### config.mk
export PLATFORM = sky130hd
export DESIGN_NAME = svrw_top
export DESIGN_NICKNAME = d
export VERILOG_FILES = /design/src/include/svrw_pkg.sv /design/src/hdl/svrw_sync.sv /design/src/hdl/svrw_timer.sv /design/src/hdl/svrw_top.sv
export VERILOG_INCLUDE_DIRS = /design/src /design/src/include
export SDC_FILE = /design/constraint.sdc
export NUM_CORES = 1
export LEC_CHECK = 0
export BUFFER_PORTS_ARGS = -buffer_cell sky130_fd_sc_hd__buf_2
export CELL_PAD_IN_SITES_DETAIL_PLACEMENT = 1
export CELL_PAD_IN_SITES_GLOBAL_PLACEMENT = 1
export CORE_MARGIN = 2
export CORE_UTILIZATION = 40
export DETAILED_ROUTE_END_ITERATION = 8
export PLACE_DENSITY_LB_ADDON = 0.1
export SYNTH_ARGS = -nofsm -noshare
export SYNTH_HDL_FRONTEND = slang
export SYNTH_SLANG_ARGS = --single-unit
export TNS_END_PERCENT = 30
### constraint.sdc
create_clock -name i_core_clk -period 5 [get_ports i_core_clk]
set_input_delay 0.5 -clock i_core_clk [delete_from_list [all_inputs] [get_ports i_core_clk]]
set_output_delay 0.5 -clock i_core_clk [all_outputs]
set_load 0.03 [all_outputs]
### src/include/svrw_params.svh
`ifndef SVRW_PARAMS_SVH
`define SVRW_PARAMS_SVH

// ----------------------------------------------------------------
// timing figures and clock rate
// ----------------------------------------------------------------
`define SVRW_CLK_HZ          200000000
`define SVRW_RST_REL_MS      200
`define SVRW_WDOG_TMO_MS     1560
`define SVRW_RST_REL_CYC     ((`SVRW_CLK_HZ / 1000) * `SVRW_RST_REL_MS)
`define SVRW_WDOG_TMO_CYC    ((`SVRW_CLK_HZ / 1000) * `SVRW_WDOG_TMO_MS)

// ----------------------------------------------------------------
// widths and reset values
// ----------------------------------------------------------------
`define SVRW_CNT_W           32
`define SVRW_SYNC_STAGES     2
`define SVRW_FLAG_RST        1'b1
`define SVRW_PIN_IDLE        1'b1

`endif

### src/include/svrw_pkg.sv
package svrw_pkg;

   typedef enum logic [1:0]
   {
      SVRW_HOLD,
      SVRW_TIMING,
      SVRW_RUN
   } svrw_rst_state_t;

   typedef logic [31:0] svrw_cnt_t;

endpackage : svrw_pkg

### src/hdl/svrw_sync.sv
`timescale 1ns/1ps
`include "svrw_params.svh"

module svrw_sync
#(
   parameter logic RST_VAL = `SVRW_FLAG_RST
)
(
   input  wire logic i_core_clk,
   input  wire logic i_rst_n,
   input  wire logic i_async,
   output logic      o_sync
);

   logic meta_ff;

   // ----------------------------------------------------------------
   // two-stage synchroniser; first stage feeds only the second
   // ----------------------------------------------------------------
   always_ff @(posedge i_core_clk)
   begin
      if (!i_rst_n)
      begin
         meta_ff <= RST_VAL;
         o_sync  <= RST_VAL;
      end
      else
      begin
         meta_ff <= i_async;
         o_sync  <= meta_ff;
      end
   end

endmodule : svrw_sync

### src/hdl/svrw_timer.sv
`timescale 1ns/1ps
`include "svrw_params.svh"

module svrw_timer
#(
   parameter int unsigned TERM = 10
)
(
   input  wire logic i_core_clk,
   input  wire logic i_rst_n,
   input  wire logic i_clear,
   output logic      o_done
);
   import svrw_pkg::*;

   svrw_cnt_t cnt_ff;

   // ----------------------------------------------------------------
   // saturating count; clear wins, done once TERM cycles have passed
   // ----------------------------------------------------------------
   always_ff @(posedge i_core_clk)
   begin
      if (!i_rst_n || i_clear)
         cnt_ff <= '0;
      else if (cnt_ff < svrw_cnt_t'(TERM))
         cnt_ff <= cnt_ff + 32'h1;
   end

   assign o_done = (cnt_ff >= svrw_cnt_t'(TERM));

endmodule : svrw_timer

### src/hdl/svrw_top.sv
`timescale 1ns/1ps
`include "svrw_params.svh"

// What this block does
// - reset held while supply low, released 200 ms after it clears
// - supply dropping low in operation asserts reset at once
// - brownout during reset restarts the release timer
// - reset held from power-up through the rise until timer expires
// - reset held continuously on power-down while supply stays low
// - active-high reset is always the inverse of active-low reset
// - adjustable variant uses trip-level sense flag instead of supply
// - kick must toggle within timeout, else fault output goes low
// - fault output low whenever supply is low, no minimum width
// - fault output goes high at once when supply clears and the watchdog has not timed out
// - power-fail warning low while sense below reference
// - power-fail path fully independent of other logic
// - low-line warning from its own flag, high in normal operation
// - reset held while manual reset low and 200 ms afterwards
// - unconnected manual reset counts as inactive high
// - bouncing manual reset gives one stretched reset
// - every kick edge clears watchdog; timeout after 1.56 s idle
// - low-line warning returns high at once when its own flag clears

module svrw_top
#(
   parameter bit          HAS_WDOG     = 1'b1,
   parameter bit          HAS_LOW_LINE = 1'b1,
   parameter bit          HAS_RST_HI   = 1'b1,
   parameter bit          ADJ_TRIP     = 1'b0,
   parameter int unsigned REL_CYC      = `SVRW_RST_REL_CYC,
   parameter int unsigned WDOG_CYC     = `SVRW_WDOG_TMO_CYC
)
(
   input  wire logic i_core_clk,
   input  wire logic i_rst_n,
   input  wire logic i_supply_low,
   input  wire logic i_reset_trip_level_low,
   input  wire logic i_manual_reset_n,
   input  wire logic i_watchdog_kick_in,
   input  wire logic i_power_fail_sense_low,
   input  wire logic i_low_line_low,
   output logic      o_reset_n,
   output logic      o_reset,
   output logic      o_watchdog_fault_n,
   output logic      o_power_fail_warn_n,
   output logic      o_low_line_n
);
   import svrw_pkg::*;

   // ----------------------------------------------------------------
   // input synchronisers
   // ----------------------------------------------------------------
   logic supply_low_s;
   logic trip_low_s;
   logic mr_n_s;
   logic kick_s;
   logic pf_low_s;
   logic ll_low_s;

   // supply flags come up "low" so reset holds from power-up
   svrw_sync #(.RST_VAL(`SVRW_FLAG_RST)) u_sync_sup
   (
      .i_core_clk (i_core_clk),
      .i_rst_n    (i_rst_n),
      .i_async    (i_supply_low),
      .o_sync     (supply_low_s)
   );

   svrw_sync #(.RST_VAL(`SVRW_FLAG_RST)) u_sync_trip
   (
      .i_core_clk (i_core_clk),
      .i_rst_n    (i_rst_n),
      .i_async    (i_reset_trip_level_low),
      .o_sync     (trip_low_s)
   );

   // pull-up modelled by idle-high reset value
   svrw_sync #(.RST_VAL(`SVRW_PIN_IDLE)) u_sync_mr
   (
      .i_core_clk (i_core_clk),
      .i_rst_n    (i_rst_n),
      .i_async    (i_manual_reset_n),
      .o_sync     (mr_n_s)
   );

   svrw_sync #(.RST_VAL(`SVRW_PIN_IDLE)) u_sync_kick
   (
      .i_core_clk (i_core_clk),
      .i_rst_n    (i_rst_n),
      .i_async    (i_watchdog_kick_in),
      .o_sync     (kick_s)
   );

   svrw_sync #(.RST_VAL(`SVRW_FLAG_RST)) u_sync_pf
   (
      .i_core_clk (i_core_clk),
      .i_rst_n    (i_rst_n),
      .i_async    (i_power_fail_sense_low),
      .o_sync     (pf_low_s)
   );

   svrw_sync #(.RST_VAL(`SVRW_FLAG_RST)) u_sync_ll
   (
      .i_core_clk (i_core_clk),
      .i_rst_n    (i_rst_n),
      .i_async    (i_low_line_low),
      .o_sync     (ll_low_s)
   );

   // ----------------------------------------------------------------
   // reset source and release timer
   // ----------------------------------------------------------------
   logic trip_low;
   logic rst_cause;
   logic rel_done;

   assign trip_low  = ADJ_TRIP ? trip_low_s : supply_low_s;
   // any cause, including each bounce low, restarts the timer, so a
   // bouncing switch yields one stretched reset
   assign rst_cause = trip_low | ~mr_n_s;

   svrw_timer #(.TERM(REL_CYC)) u_rel_tmr
   (
      .i_core_clk (i_core_clk),
      .i_rst_n    (i_rst_n),
      .i_clear    (rst_cause),
      .o_done     (rel_done)
   );

   svrw_rst_state_t state_ff;
   svrw_rst_state_t nxt_state;

   always_comb
   begin
      nxt_state = state_ff;
      case (state_ff)
         SVRW_HOLD:
            if (!rst_cause)
               nxt_state = SVRW_TIMING;
         SVRW_TIMING:
            if (rst_cause)
               nxt_state = SVRW_HOLD;
            else if (rel_done)
               nxt_state = SVRW_RUN;
         SVRW_RUN:
            if (rst_cause)
               nxt_state = SVRW_HOLD;
         default:
            nxt_state = SVRW_HOLD;
      endcase
   end

   always_ff @(posedge i_core_clk)
   begin
      if (!i_rst_n)
         state_ff <= SVRW_HOLD;
      else
         state_ff <= nxt_state;
   end

   // reset held in HOLD and TIMING; low supply forces HOLD
   logic nxt_reset_n;
   assign nxt_reset_n = (nxt_state == SVRW_RUN);

   always_ff @(posedge i_core_clk)
   begin
      if (!i_rst_n)
      begin
         o_reset_n <= 1'b0;
         o_reset   <= HAS_RST_HI;
      end
      else
      begin
         o_reset_n <= nxt_reset_n;
         // both taken from the same term so they never disagree
         o_reset   <= HAS_RST_HI & ~nxt_reset_n;
      end
   end

   // ----------------------------------------------------------------
   // watchdog
   // ----------------------------------------------------------------
   logic kick_d_ff;
   logic kick_edge;
   logic wdog_done;

   always_ff @(posedge i_core_clk)
   begin
      if (!i_rst_n)
         kick_d_ff <= `SVRW_PIN_IDLE;
      else
         kick_d_ff <= kick_s;
   end

   assign kick_edge = kick_s ^ kick_d_ff;

   // the watchdog runs independently of reset; only kicks clear it
   svrw_timer #(.TERM(WDOG_CYC)) u_wdog_tmr
   (
      .i_core_clk (i_core_clk),
      .i_rst_n    (i_rst_n),
      .i_clear    (kick_edge),
      .o_done     (wdog_done)
   );

   always_ff @(posedge i_core_clk)
   begin
      if (!i_rst_n)
         o_watchdog_fault_n <= 1'b0;
      else if (!HAS_WDOG)
         o_watchdog_fault_n <= `SVRW_PIN_IDLE;
      else
         // no stretch: follows trip_low directly
         o_watchdog_fault_n <= ~(trip_low | wdog_done);
   end

   // ----------------------------------------------------------------
   // power-fail and low-line warnings
   // ----------------------------------------------------------------
   always_ff @(posedge i_core_clk)
   begin
      if (!i_rst_n)
         o_power_fail_warn_n <= 1'b0;
      else
         // own path, touches nothing else
         o_power_fail_warn_n <= ~pf_low_s;
   end

   always_ff @(posedge i_core_clk)
   begin
      if (!i_rst_n)
         o_low_line_n <= 1'b0;
      else if (!HAS_LOW_LINE)
         o_low_line_n <= `SVRW_PIN_IDLE;
      else
         // hysteresis lives in the analogue flag; no delay on return
         o_low_line_n <= ~ll_low_s;
   end

endmodule : svrw_top

==> reports/metrics.yaml, run 1 <==
run_status: "finished clean"
setup_repair_after_global_routing_missed_its_margin: "no"
powerDensity_nw_per_um2: 312
io_buffers: 11
cts_stage_hold_buffer_count: 0
postCtsSetupRepairBufs: 0
cts-root-to-sink-buffers: 2
syn_area_per_cell_sq_um: 8.90
dieArea_sq_um: 9850
finalHoldViolations: 0
count_of_flip_flops_with_a_built_in_enable_after_synthesis: 0
share_of_the_synthesized_area_in_the_top_cell_type_pct: 45.2
postSynth.asyncResetShare_pct: 0
worst_skew_pair.late_latency_ns: 0.36
grt_max_degree: 30
vias_per_cell: 5.40
effective_utilization_at_floorplan_pct: 41.4
ff2ff_path_depth: 6
critical_path.endpoint_type: "flop"
required_ns: 5.26
finalWorstPathRequiredPeriod_ns: 2.74
synth_cell_types: 44
gpl.final_weighted_congestion: 0.718
die_w_microns: 99.3
drcViolationCount: 0
reg2reg_from: "u_wdog_tmr.cnt_ff[16]"
synthAdderAreaFrac_pct: 1.38
number_of_antenna_violations_at_the_first_check_in_global_routing: 0
number_of_cts_inserted_buffers: 9
finish.instance_area_sq_um: 3990
placeableCoreArea_sq_um: 8760
ctsHtreeMaxLevel: 3
synthesis.nets: 420
skew_ns: 0.0104
fin_nets: 427
power_leakage_nw: 1.42
first_iter_violations: 61
holdWs_ns: 0.318
cts-root-buf: "clkbuf_8"
setup_viol: 0
area_fraction_in_and_or_nand_and_nor_cells_after_synthesis_pct: 33.4
dominant_combinational_cell_family_by_area_after_synthesis: "simple AND/OR/NAND/NOR gates"
grt_first_pass_wirelength_mm: 13.0
die_height_microns: 99.3
grt_usage_pct: 16.5
synth.top_cells.by_area: "dfxtp_1, xnor2_1, nor2_1"
share_of_synthesized_area_occupied_by_flip_flops_and_latches_pct: 45.2
netlist_area_pre_place_sq_um: 3630
critPathArrivalTime_ns: 3.00
slew_headroom_pct: 32.8
maxCapViolCount: 0
critical_path.startpoint_type: "flop"
hold_path_end: "u_sync_sup.meta_ff"
r2r_slack_ns: 2.26
min-delay-path-class: "in -> reg"
critPathKind: "reg -> reg"
drive_above_1_share_pct: 9.52
first_global_vias: 2769
placed_cell_area_sq_um: 3760
final-max-slew-violation-count: 0
ys.warnings.count: 0
top_regs: "u_rel_tmr.cnt_ff: 32 flops, u_wdog_tmr.cnt_ff: 32 flops, state_ff: 2 flops"
synthesis.instances: 408
gr-total-overflow: 0
num_io_pins: 13
drt_pass1_iterations: 4
antennaDiodeCount: 0
route.final.wire_length_mm: 7.55
ys.flop_type: "dfxtp_1"
synthDominantAreaCellType: "dfxtp_1"
synth_compound_gate_area_share_pct: 5.83
tritoncts_clock_tree: "yes"
synth.area.mux_share_pct: 0.552
regToRegEndpoint: "u_wdog_tmr.cnt_ff[25]"
final.period_utilization_pct: 54.7
vdd.ir_drop.worst_v: 0.000158
drt.antenna.violating_nets: 0
rows: 34
hpwl_mm: 4.92
worst_setup_hold_path_clk_slew_ns: 0.09
dr_total_vias: 2852
critPathMaxFanout: 27
hold_path_depth: 2
avgRoutedWirePerCell_microns: 14.3
layout-area-overhead-vs-synth_pct: 10.0
clock_sink_count: 82
cts-resized-gates: 0
worst_slew_pin_slew_ns: 1.01
finalSetupTns_ns: 0
min-delay-start: "i_supply_low"
synth-seq-cells: 82
synth-xor-area-share_pct: 10.4
clock.fmax_ghz: 0.366
-- power by group --
part / internal, W / total, W / leakage, nW / switching (W)
clock: 0.000300 / 0.000555 / 0.114 / 0.000255
combinational: 0.00000937 / 0.0000264 / 0.645 / 0.0000170
sequential: 0.000659 / 0.000664 / 0.664 / 0.00000423
total: 0.000969 / 0.00125 / 1.42 / 0.000276
-- synthesized netlist by cell type (2+ instances only) --
| cell | n |
|---|---|
| a211o_1 | 3 |
| a21oi_1 | 9 |
| a31oi_1 | 3 |
| a41o_1 | 2 |
| and2_1 | 8 |
| and3_1 | 15 |
| and4_1 | 4 |
| buf_2 | 4 |
| clkbuf_1 | 13 |
| dfxtp_1 | 82 |
| ha_1 | 4 |
| inv_1 | 10 |
| mux2i_1 | 2 |
| nand2_1 | 24 |
| nand2b_1 | 13 |
| nand3_1 | 18 |
| nand3_2 | 2 |
| nand4_1 | 23 |
| nor2_1 | 60 |
| nor2b_1 | 3 |
| nor3_1 | 20 |
| nor4_1 | 6 |
| nor4_2 | 5 |
| nor4b_1 | 3 |
| o21ai_0 | 6 |
| or3_1 | 6 |
| or4b_1 | 2 |
| xnor2_1 | 27 |
| xor2_1 | 16 |
-- area by class of cell --
class	instances	area, sq um
fillers	1029	4770
multi-input cells	298	1870
flip-flops and latches	82	1640
clock buffers	10	138
well taps	108	135
clock inverters	6	93.8
repair buffers	14	77.6
inverters	10	37.5
-- how the worst max path moves through the flow --
| stage | start | to | slack (ns) | depth (start not counted) |
|---|---|---|---|---|
| final | u_wdog_tmr.cnt_ff[16] | u_wdog_tmr.cnt_ff[25] | 2.26 | 6 |
| after global routing | u_wdog_tmr.cnt_ff[16] | u_wdog_tmr.cnt_ff[23] | 2.08 | 6 |
| after CTS | u_wdog_tmr.cnt_ff[16] | u_wdog_tmr.cnt_ff[23] | 2.24 | 6 |
| after detailed placement | u_wdog_tmr.cnt_ff[16] | u_wdog_tmr.cnt_ff[23] | 2.26 | 6 |
| after global placement | u_wdog_tmr.cnt_ff[16] | u_wdog_tmr.cnt_ff[23] | 2.30 | 6 |
| after floorplan | u_rel_tmr.cnt_ff[18] | u_rel_tmr.cnt_ff[13] | 2.95 | 6 |
-- kinds of logic (layout without fill, tap and decap cells) --
group / after synthesis / count (layout)
XOR/XNOR: 43 / 43
adder cells (fa/ha/maj): 4 / 4
AND/OR/NAND/NOR: 219 / 219
AO/OA/AOI/OAI: 30 / 30
buffers and inverters: 28 / 40
flip-flops: 82 / 82
multiplexers: 2 / 2
-- worst max-delay path, stage by stage, from the launching register on --
cell	delay, ns
dfxtp_1	0.37
o311a_1	0.37
o311ai_1	0.27
nand3_2	0.56
nor4_4	0.68
a31oi_1	0.16
a41o_1	0.22
-- per-stage QoR --
step           worst slack [ns]  cells  util, %  power [W]
3_3_place_gp               2.30    512     42.9   0.000705
5_1_grt                    2.08    528     45.6    0.00130
2_1_floorplan              2.95    408        -   0.000698
4_1_cts                    2.24    528     45.6    0.00127
3_5_place_dp               2.26    512     42.9   0.000706
6_report                   2.26    528     45.6    0.00125
-- metal layers --
layer	GRT usage (%)	up-vias	wire length [microns]
li1	-	1432	-
met1	20.4	1396	3650
met2	27.6	14	3640
met3	4.22	10	148
met4	6.32	0	113
met5	0	-	0
-- cell usage in the layout (no fill, tap or decap), types with 6 or more instances in the layout --
master and n:
o21ai_0 6, nor2_1 60, nand3_1 18, xor2_1 16, nor4_1 6, buf_2 11, or3_1 6, nor3_1 20
clkbuf_8 10, nand2_1 24, and2_1 8, dfxtp_1 82, nand4_1 23, nand2b_1 13, and3_1 15, xnor2_1 27
a21oi_1 9, inv_1 10
Power figures use the tool's default switching activity.
==> run 2, diff against run 1 <==
--- a/config.mk
+++ b/config.mk
@@ -6,6 +6,7 @@
 export SDC_FILE = /design/constraint.sdc
 export NUM_CORES = 1
 export LEC_CHECK = 0
+export ABC_AREA = 1
 export BUFFER_PORTS_ARGS = -buffer_cell sky130_fd_sc_hd__buf_2
 export CELL_PAD_IN_SITES_DETAIL_PLACEMENT = 1
 export CELL_PAD_IN_SITES_GLOBAL_PLACEMENT = 1
==> constraint.sdc (replaced) <==
create_clock -name i_core_clk -period 2.2 [get_ports i_core_clk]
set_input_delay 0.22 -clock i_core_clk [delete_from_list [all_inputs] [get_ports i_core_clk]]
set_output_delay 0.22 -clock i_core_clk [all_outputs]
set_load 0.03 [all_outputs]
==> run 2 against run 1 <==
First-iteration DRC count increased by 92%. Sequential power increased by 130%. Cell count increased by 68%. Synthesized area increased by 26%. Global-route usage increased by 6.2 points. Critical path depth increased by 2. Synthesized cell count increased by 76%. Combinational power increased by 140%. Via count increased by 57%. Worst hold slack got worse by 0.27 ns. Clock power increased to 2.6 times the previous value. Routed wire length increased by 74%. Critical path type unchanged. Critical endpoint is now u_rel_tmr.cnt_ff[16]. Largest cell class unchanged.
==> reports/metrics.yaml, run 2 <==
holdWs_ns: 0.0483
num_io_pins: 13
ctsHtreeMaxLevel: 3
cellInternalPower_w: 0.00230
netSwitchingFraction_pct: 24.0
skew_ns: 0.00595
run_status: "finished clean"
cts-root-to-sink-buffers: 2
synth.cells.most_frequent: "nand2_1, nor2_1, dfxtp_1"
synthesis.instances: 717
critPathKind: "reg -> reg"
dr_total_vias: 4484
r2r_slack_ns: 0.25
share_of_the_synthesized_area_in_the_top_cell_type_pct: 35.9
crit_path_frequent_cell: "nand2_1"
grt_use_met1_pct: 24.5
power_leakage_nw: 1.86
antennaDiodeCount: 0
gr-total-overflow: 0
layout-area-overhead-vs-synth_pct: 11.5
power.sequential.fraction_pct: 49.9
setup_repair_after_global_routing_missed_its_margin: "no"
ys.flop_type: "dfxtp_1"
placed_cell_area_sq_um: 4820
rows: 39
tritoncts_clock_tree: "yes"
post_layout_nonfiller_instances: 885
synth.top_cells.by_area: "dfxtp_1, nand2_1, nor2_1"
powerDensity_nw_per_um2: 594
number_of_cts_inserted_buffers: 9
syn_area_per_cell_sq_um: 6.38
cts-root-buf: "clkbuf_16"
share_of_synthesized_area_occupied_by_flip_flops_and_latches_pct: 35.9
first_global_vias: 4807
placeableCoreArea_sq_um: 11300
finalWorstPathRequiredPeriod_ns: 1.95
post-place-cells: 869
synth_cell_types: 28
final-max-slew-violation-count: 0
finalHoldViolations: 0
cpPeakStageDelay_ns: 0.42
grtUsageMet3_pct: 3.06
setup_viol: 0
grt_most_used_layer: "met2"
synth-seq-cells: 82
dieArea_sq_um: 12300
slew_headroom_pct: 50.4
regToRegEndpoint: "u_rel_tmr.cnt_ff[16]"
min-delay-start: "i_power_fail_sense_low"
clock_sink_count: 82
worst_setup_hold_path_clk_slew_ns: 0.07
min-delay-path-class: "in -> reg"
netlist_area_pre_place_sq_um: 4570
ff2ff_path_depth: 8
avgRoutedWirePerCell_microns: 14.8
layout_commonest_cell: "nand2_1"
power_share_of_the_clock_group_pct: 48.0
die_w_microns: 111
final.period_utilization_pct: 88.8
gr-usage-met2_pct: 42.4
effective_utilization_at_floorplan_pct: 40.6
grt_first_pass_wirelength_mm: 22.6
postCtsSetupRepairBufs: 0
total_switching_power_w: 0.000728
drt.antenna.violating_nets: 0
hpwl_mm: 9.95
fin_nets: 749
drt_pass1_iterations: 4
drive_above_1_share_pct: 11.3
total_power_w: 0.00303
ys.warnings.count: 0
critical_path.endpoint_type: "flop"
crit_slowest_cell: "dfxtp_1"
reg2reg_from: "u_rel_tmr.cnt_ff[0]"
vias_per_cell: 5.07
die_height_microns: 111
combinationalPowerShare_pct: 2.1
drcViolationCount: 0
top_regs: "u_rel_tmr.cnt_ff: 32 flops, u_wdog_tmr.cnt_ff: 32 flops, state_ff: 2 flops"
finish.instance_area_sq_um: 5100
synthDominantAreaCellType: "dfxtp_1"
critPathMaxFanout: 6
grt_max_degree: 33
worst_slew_pin_slew_ns: 0.743
count_of_flip_flops_with_a_built_in_enable_after_synthesis: 0
critPathArrivalTime_ns: 2.24
route.final.wire_length_mm: 13.1
maxCapViolCount: 0
gpl.final_weighted_congestion: 0.895
cp_cell_sequence: "ha_1, nand3_1, inv_1, nand2_1, nor2_1, xor2_1, nand2_1, a21oi_1"
hold_path_depth: 2
synthesis.nets: 729
io_buffers: 11
clock.fmax_ghz: 0.512
hold_path_end: "u_sync_pf.meta_ff"
vdd.ir_drop.worst_v: 0.000380
worst_skew_pair.late_latency_ns: 0.35
final_cell_mix: "nand2_1, nor2_1, dfxtp_1, inv_1, a21oi_1"
required_ns: 2.49
grt_usage_pct: 22.7
number_of_antenna_violations_at_the_first_check_in_global_routing: 0
synth_most_common_cell: "nand2_1"
critical_path.startpoint_type: "flop"
postSynth.asyncResetShare_pct: 0
first_iter_violations: 117
finalSetupTns_ns: 0
## run 2: changes by cell type after synthesis, sizes merged, moves of 13 or more
cell,previous run,this run
nand2,24,287
nand2b,13,0
nand3b,1,16
xnor2,27,7
and3,15,0
inv,10,53
a21oi,9,59
nand3,20,34
nor2,60,116
nor3,21,2
## run 2: final cells by class
| class | instances | area (sq um) |
|---|---|---|
| fillers | 1534 | 6180 |
| multi-input cells | 565 | 2630 |
| flip-flops and latches | 82 | 1640 |
| clock buffers | 10 | 229 |
| inverters | 53 | 199 |
| well taps | 143 | 179 |
| repair buffers | 26 | 168 |
| clock inverters | 6 | 48.8 |
## run 2: kinds of logic (layout without fill, tap and decap cells)
logic type,count (synthesis),in the layout,synth area share (%)
AO/OA/AOI/OAI,63,63,7.96
XOR/XNOR,22,22,4.21
adder cells (fa/ha/maj),4,4,1.09
buffers and inverters,70,95,6.60
flip-flops,82,82,35.9
AND/OR/NAND/NOR,476,476,44.2
## run 2: worst max path at each step
stage,start,to,slack [ns],depth (start not counted)
final,u_rel_tmr.cnt_ff[0],u_rel_tmr.cnt_ff[16],0.25,8
after global routing,u_rel_tmr.cnt_ff[31],u_rel_tmr.cnt_ff[0],0.08,8
after CTS,u_rel_tmr.cnt_ff[26],u_rel_tmr.cnt_ff[20],0.04,7
after detailed placement,u_rel_tmr.cnt_ff[26],u_rel_tmr.cnt_ff[20],0.05,7
after global placement,u_rel_tmr.cnt_ff[26],u_rel_tmr.cnt_ff[22],0.12,7
after floorplan,u_wdog_tmr.cnt_ff[0],u_wdog_tmr.cnt_ff[16],0.58,8
## run 2: layer usage
| layer | routed length (microns) | share of wire [%] | vias to the layer above |
|---|---|---|---|
| li1 | - | - | 2292 |
| met1 | 5440 | 41 | 2120 |
| met2 | 7000 | 53 | 40 |
| met3 | 192 | 1.5 | 32 |
| met4 | 489 | 3.7 | 0 |
| met5 | 0 | 0 | - |
## run 2: power by group through the flow
stage	clock network [W]	logic [W]	registers, W
global route	0.00154	0.0000730	0.00151
CTS	0.00149	0.0000655	0.00151
finish	0.00145	0.0000639	0.00151
detailed placement	0	0.0000653	0.00154
floorplan	0	0.0000415	0.00154
global placement	0	0.0000625	0.00154
## run 2: through the flow
step / setup WS, ns / utilization [%]
floorplan: 0.583 / -
global placement: 0.123 / 42.7
detailed placement: 0.0509 / 42.7
CTS: 0.0405 / 45.2
global route: 0.0795 / 45.2
finish: 0.246 / 45.2
## run 2: critical path, delay by kind of cell (launching register included)
kind,cells,cell delay (ns)
simple gates,4,0.62
flops,1,0.42
fa+ha+maj,1,0.33
buf+inv,1,0.20
xor+xnor,1,0.18
compound gates,1,0.14
## run 2: repair_timing
| item | 4_1_cts | 5_1_grt |
|---|---|---|
| hold buffers | 0 | 0 |
| endpoints found under the setup margin | 0 | 15 |
| gates resized for setup | 0 | 1 |
==> run 3, diff against run 2 <==
--- a/config.mk
+++ b/config.mk
@@ -6,7 +6,6 @@
 export SDC_FILE = /design/constraint.sdc
 export NUM_CORES = 1
 export LEC_CHECK = 0
-export ABC_AREA = 1
 export BUFFER_PORTS_ARGS = -buffer_cell sky130_fd_sc_hd__buf_2
 export CELL_PAD_IN_SITES_DETAIL_PLACEMENT = 1
 export CELL_PAD_IN_SITES_GLOBAL_PLACEMENT = 1
==> run 3 against run 2 <==
Total power down 11%. Register-to-register slack got worse by 0.23 ns. Global-route usage decreased by 5.0 points. Critical endpoint is now u_rel_tmr.cnt_ff[22].
==> reports/metrics.yaml, run 3 (same netlist as run 1, synthesis figures left out) <==
run_status: "finished clean"
worst_skew_pair.late_latency_ns: 0.36
number_of_antenna_violations_at_the_first_check_in_global_routing: 0
worst_setup_hold_path_clk_slew_ns: 0.09
post_layout_nonfiller_instances: 554
maxCapViolCount: 0
die_w_microns: 99.3
drive_above_1_share_pct: 15.9
hpwl_mm: 5.66
placed_cell_area_sq_um: 3940
final_cell_mix: "dfxtp_1, nor2_1, xnor2_1, buf_4, nand2_1"
drt.antenna.violating_nets: 0
cpPeakStageDelay_ns: 0.54
path_delay_family: "simple AND/OR/NAND/NOR gates"
number_of_cts_inserted_buffers: 9
power.sequential.fraction_pct: 55.8
final.period_utilization_pct: 99.1
finalSetupTns_ns: 0
critPathBufInv: 1
critPathMaxFanout: 10
setup_viol: 0
timing.final.ws_setup_ns: 0.0209
gr-total-overflow: 0
top_regs: "u_rel_tmr.cnt_ff: 32 flops, u_wdog_tmr.cnt_ff: 32 flops, state_ff: 2 flops"
powerDensity_nw_per_um2: 642
die_height_microns: 99.3
skew_ns: 0.0140
ctsHtreeMaxLevel: 3
placeableCoreArea_sq_um: 8760
cts-root-buf: "clkbuf_8"
power_share_of_the_clock_group_pct: 41.7
cp_cell_sequence: "or4_4, a211o_1, a31oi_4, buf_8, nand2_1, or3_1, a21oi_1"
slew_headroom_pct: 64.8
finish.instance_area_sq_um: 4210
min-delay-path-class: "in -> reg"
detailedPlace.worstSlack_ns: -0.000707
finalHoldViolations: 0
vdd.ir_drop.worst_v: 0.000273
combinationalPowerShare_pct: 2.5
critical_path.startpoint_type: "flop"
power_leakage_nw: 1.54
fin_nets: 453
cts-root-to-sink-buffers: 2
layout-area-overhead-vs-synth_pct: 16.0
cellInternalPower_w: 0.00206
avgRoutedWirePerCell_microns: 15.0
netSwitchingFraction_pct: 23.8
final-max-slew-violation-count: 0
clock.fmax_ghz: 0.459
total_switching_power_w: 0.000642
critical_path.endpoint_type: "flop"
vias_per_cell: 5.31
clock_sink_count: 82
setup_repair_after_global_routing_missed_its_margin: "yes"
holdWs_ns: 0.0418
grt_max_degree: 27
rows: 34
first_iter_violations: 49
finalWorstPathRequiredPeriod_ns: 2.18
crit_slowest_cell: "or4_4"
dr_total_vias: 2943
cts_stage_hold_buffer_count: 0
antennaDiodeCount: 0
drt_pass1_iterations: 4
grt_usage_pct: 17.7
tritoncts_clock_tree: "yes"
effective_utilization_at_floorplan_pct: 41.4
dieArea_sq_um: 9850
first_global_vias: 3028
worst_slew_pin_slew_ns: 0.524
required_ns: 2.49
grt_first_pass_wirelength_mm: 14.3
gpl.final_weighted_congestion: 0.816
drcViolationCount: 0
critPathKind: "reg -> reg"
critPathArrivalTime_ns: 2.47
route.final.wire_length_mm: 8.29
num_io_pins: 13
post-place-cells: 534
layout_commonest_cell: "dfxtp_1"
io_buffers: 11
[run 3: changes by cell type in the layout (fill, tap and decap cells not counted), moves of 12 or more]
cell,previous run,this run
a21oi_1,48,9
nor2_1,110,60
nand2b_1,0,13
and3_1,0,15
xnor2_1,7,27
nand3b_1,16,1
nand3_1,30,18
inv_1,51,10
nand4_1,11,23
nand2_1,277,24
nor3_1,2,19
[run 3: timing repair]
action / 4_1_cts / 5_1_grt
setup endpoints to repair: 2 / 15
pin swaps: 0 / 2
resized for setup: 1 / 8
setup buffers: 0 / 4
[run 3: final cells by class]
type | count | area [sq um]
Fill cell | 1025 | 4550
Clock inverter | 7 | 76.3
Tap cell | 108 | 135
Multi-Input combinational cell | 298 | 1900
Timing Repair Buffer | 40 | 297
Sequential cell | 82 | 1640
Inverter | 10 | 37.5
Clock buffer | 9 | 124
[run 3: metal layers]
| layer | vias up | part of all wire (%) | global-route usage [%] |
|---|---|---|---|
| met5 | - | 0 | 0 |
| met4 | 0 | 1.1 | 4.85 |
| li1 | 1485 | - | - |
| met2 | 15 | 51 | 31.1 |
| met3 | 9 | 1.8 | 4.01 |
| met1 | 1434 | 46 | 21.9 |
[run 3: power by group through the flow]
| stage | clock [W] | sequential [W] | combinational [W] |
|---|---|---|---|
| 2_1_floorplan | 0 | 0.00154 | 0.0000423 |
| 3_3_place_gp | 0 | 0.00154 | 0.0000675 |
| 3_5_place_dp | 0 | 0.00154 | 0.0000702 |
| 4_1_cts | 0.00117 | 0.00151 | 0.0000705 |
| 5_1_grt | 0.00122 | 0.00151 | 0.0000778 |
| 6_report | 0.00113 | 0.00151 | 0.0000684 |
[run 3: path summary, 6_finish.rpt]
path | from | endpoint | slack (ns) | depth (start not counted)
max reg2reg | u_rel_tmr.cnt_ff[18] | u_rel_tmr.cnt_ff[22] | 0.02 | 7
min | i_supply_low | u_sync_sup.meta_ff | 0.04 | 2
max | u_rel_tmr.cnt_ff[18] | u_rel_tmr.cnt_ff[22] | 0.02 | 7
min reg2reg | u_sync_ll.o_sync | o_low_line_n | 0.39 | 1
[run 3: per-stage QoR]
stage | total power, W | utilization [%]
CTS | 0.00275 | 47.3
floorplan | 0.00159 | -
finish | 0.00270 | 48.1
detailed placement | 0.00161 | 45.0
global placement | 0.00161 | 45.0
global route | 0.00281 | 48.1
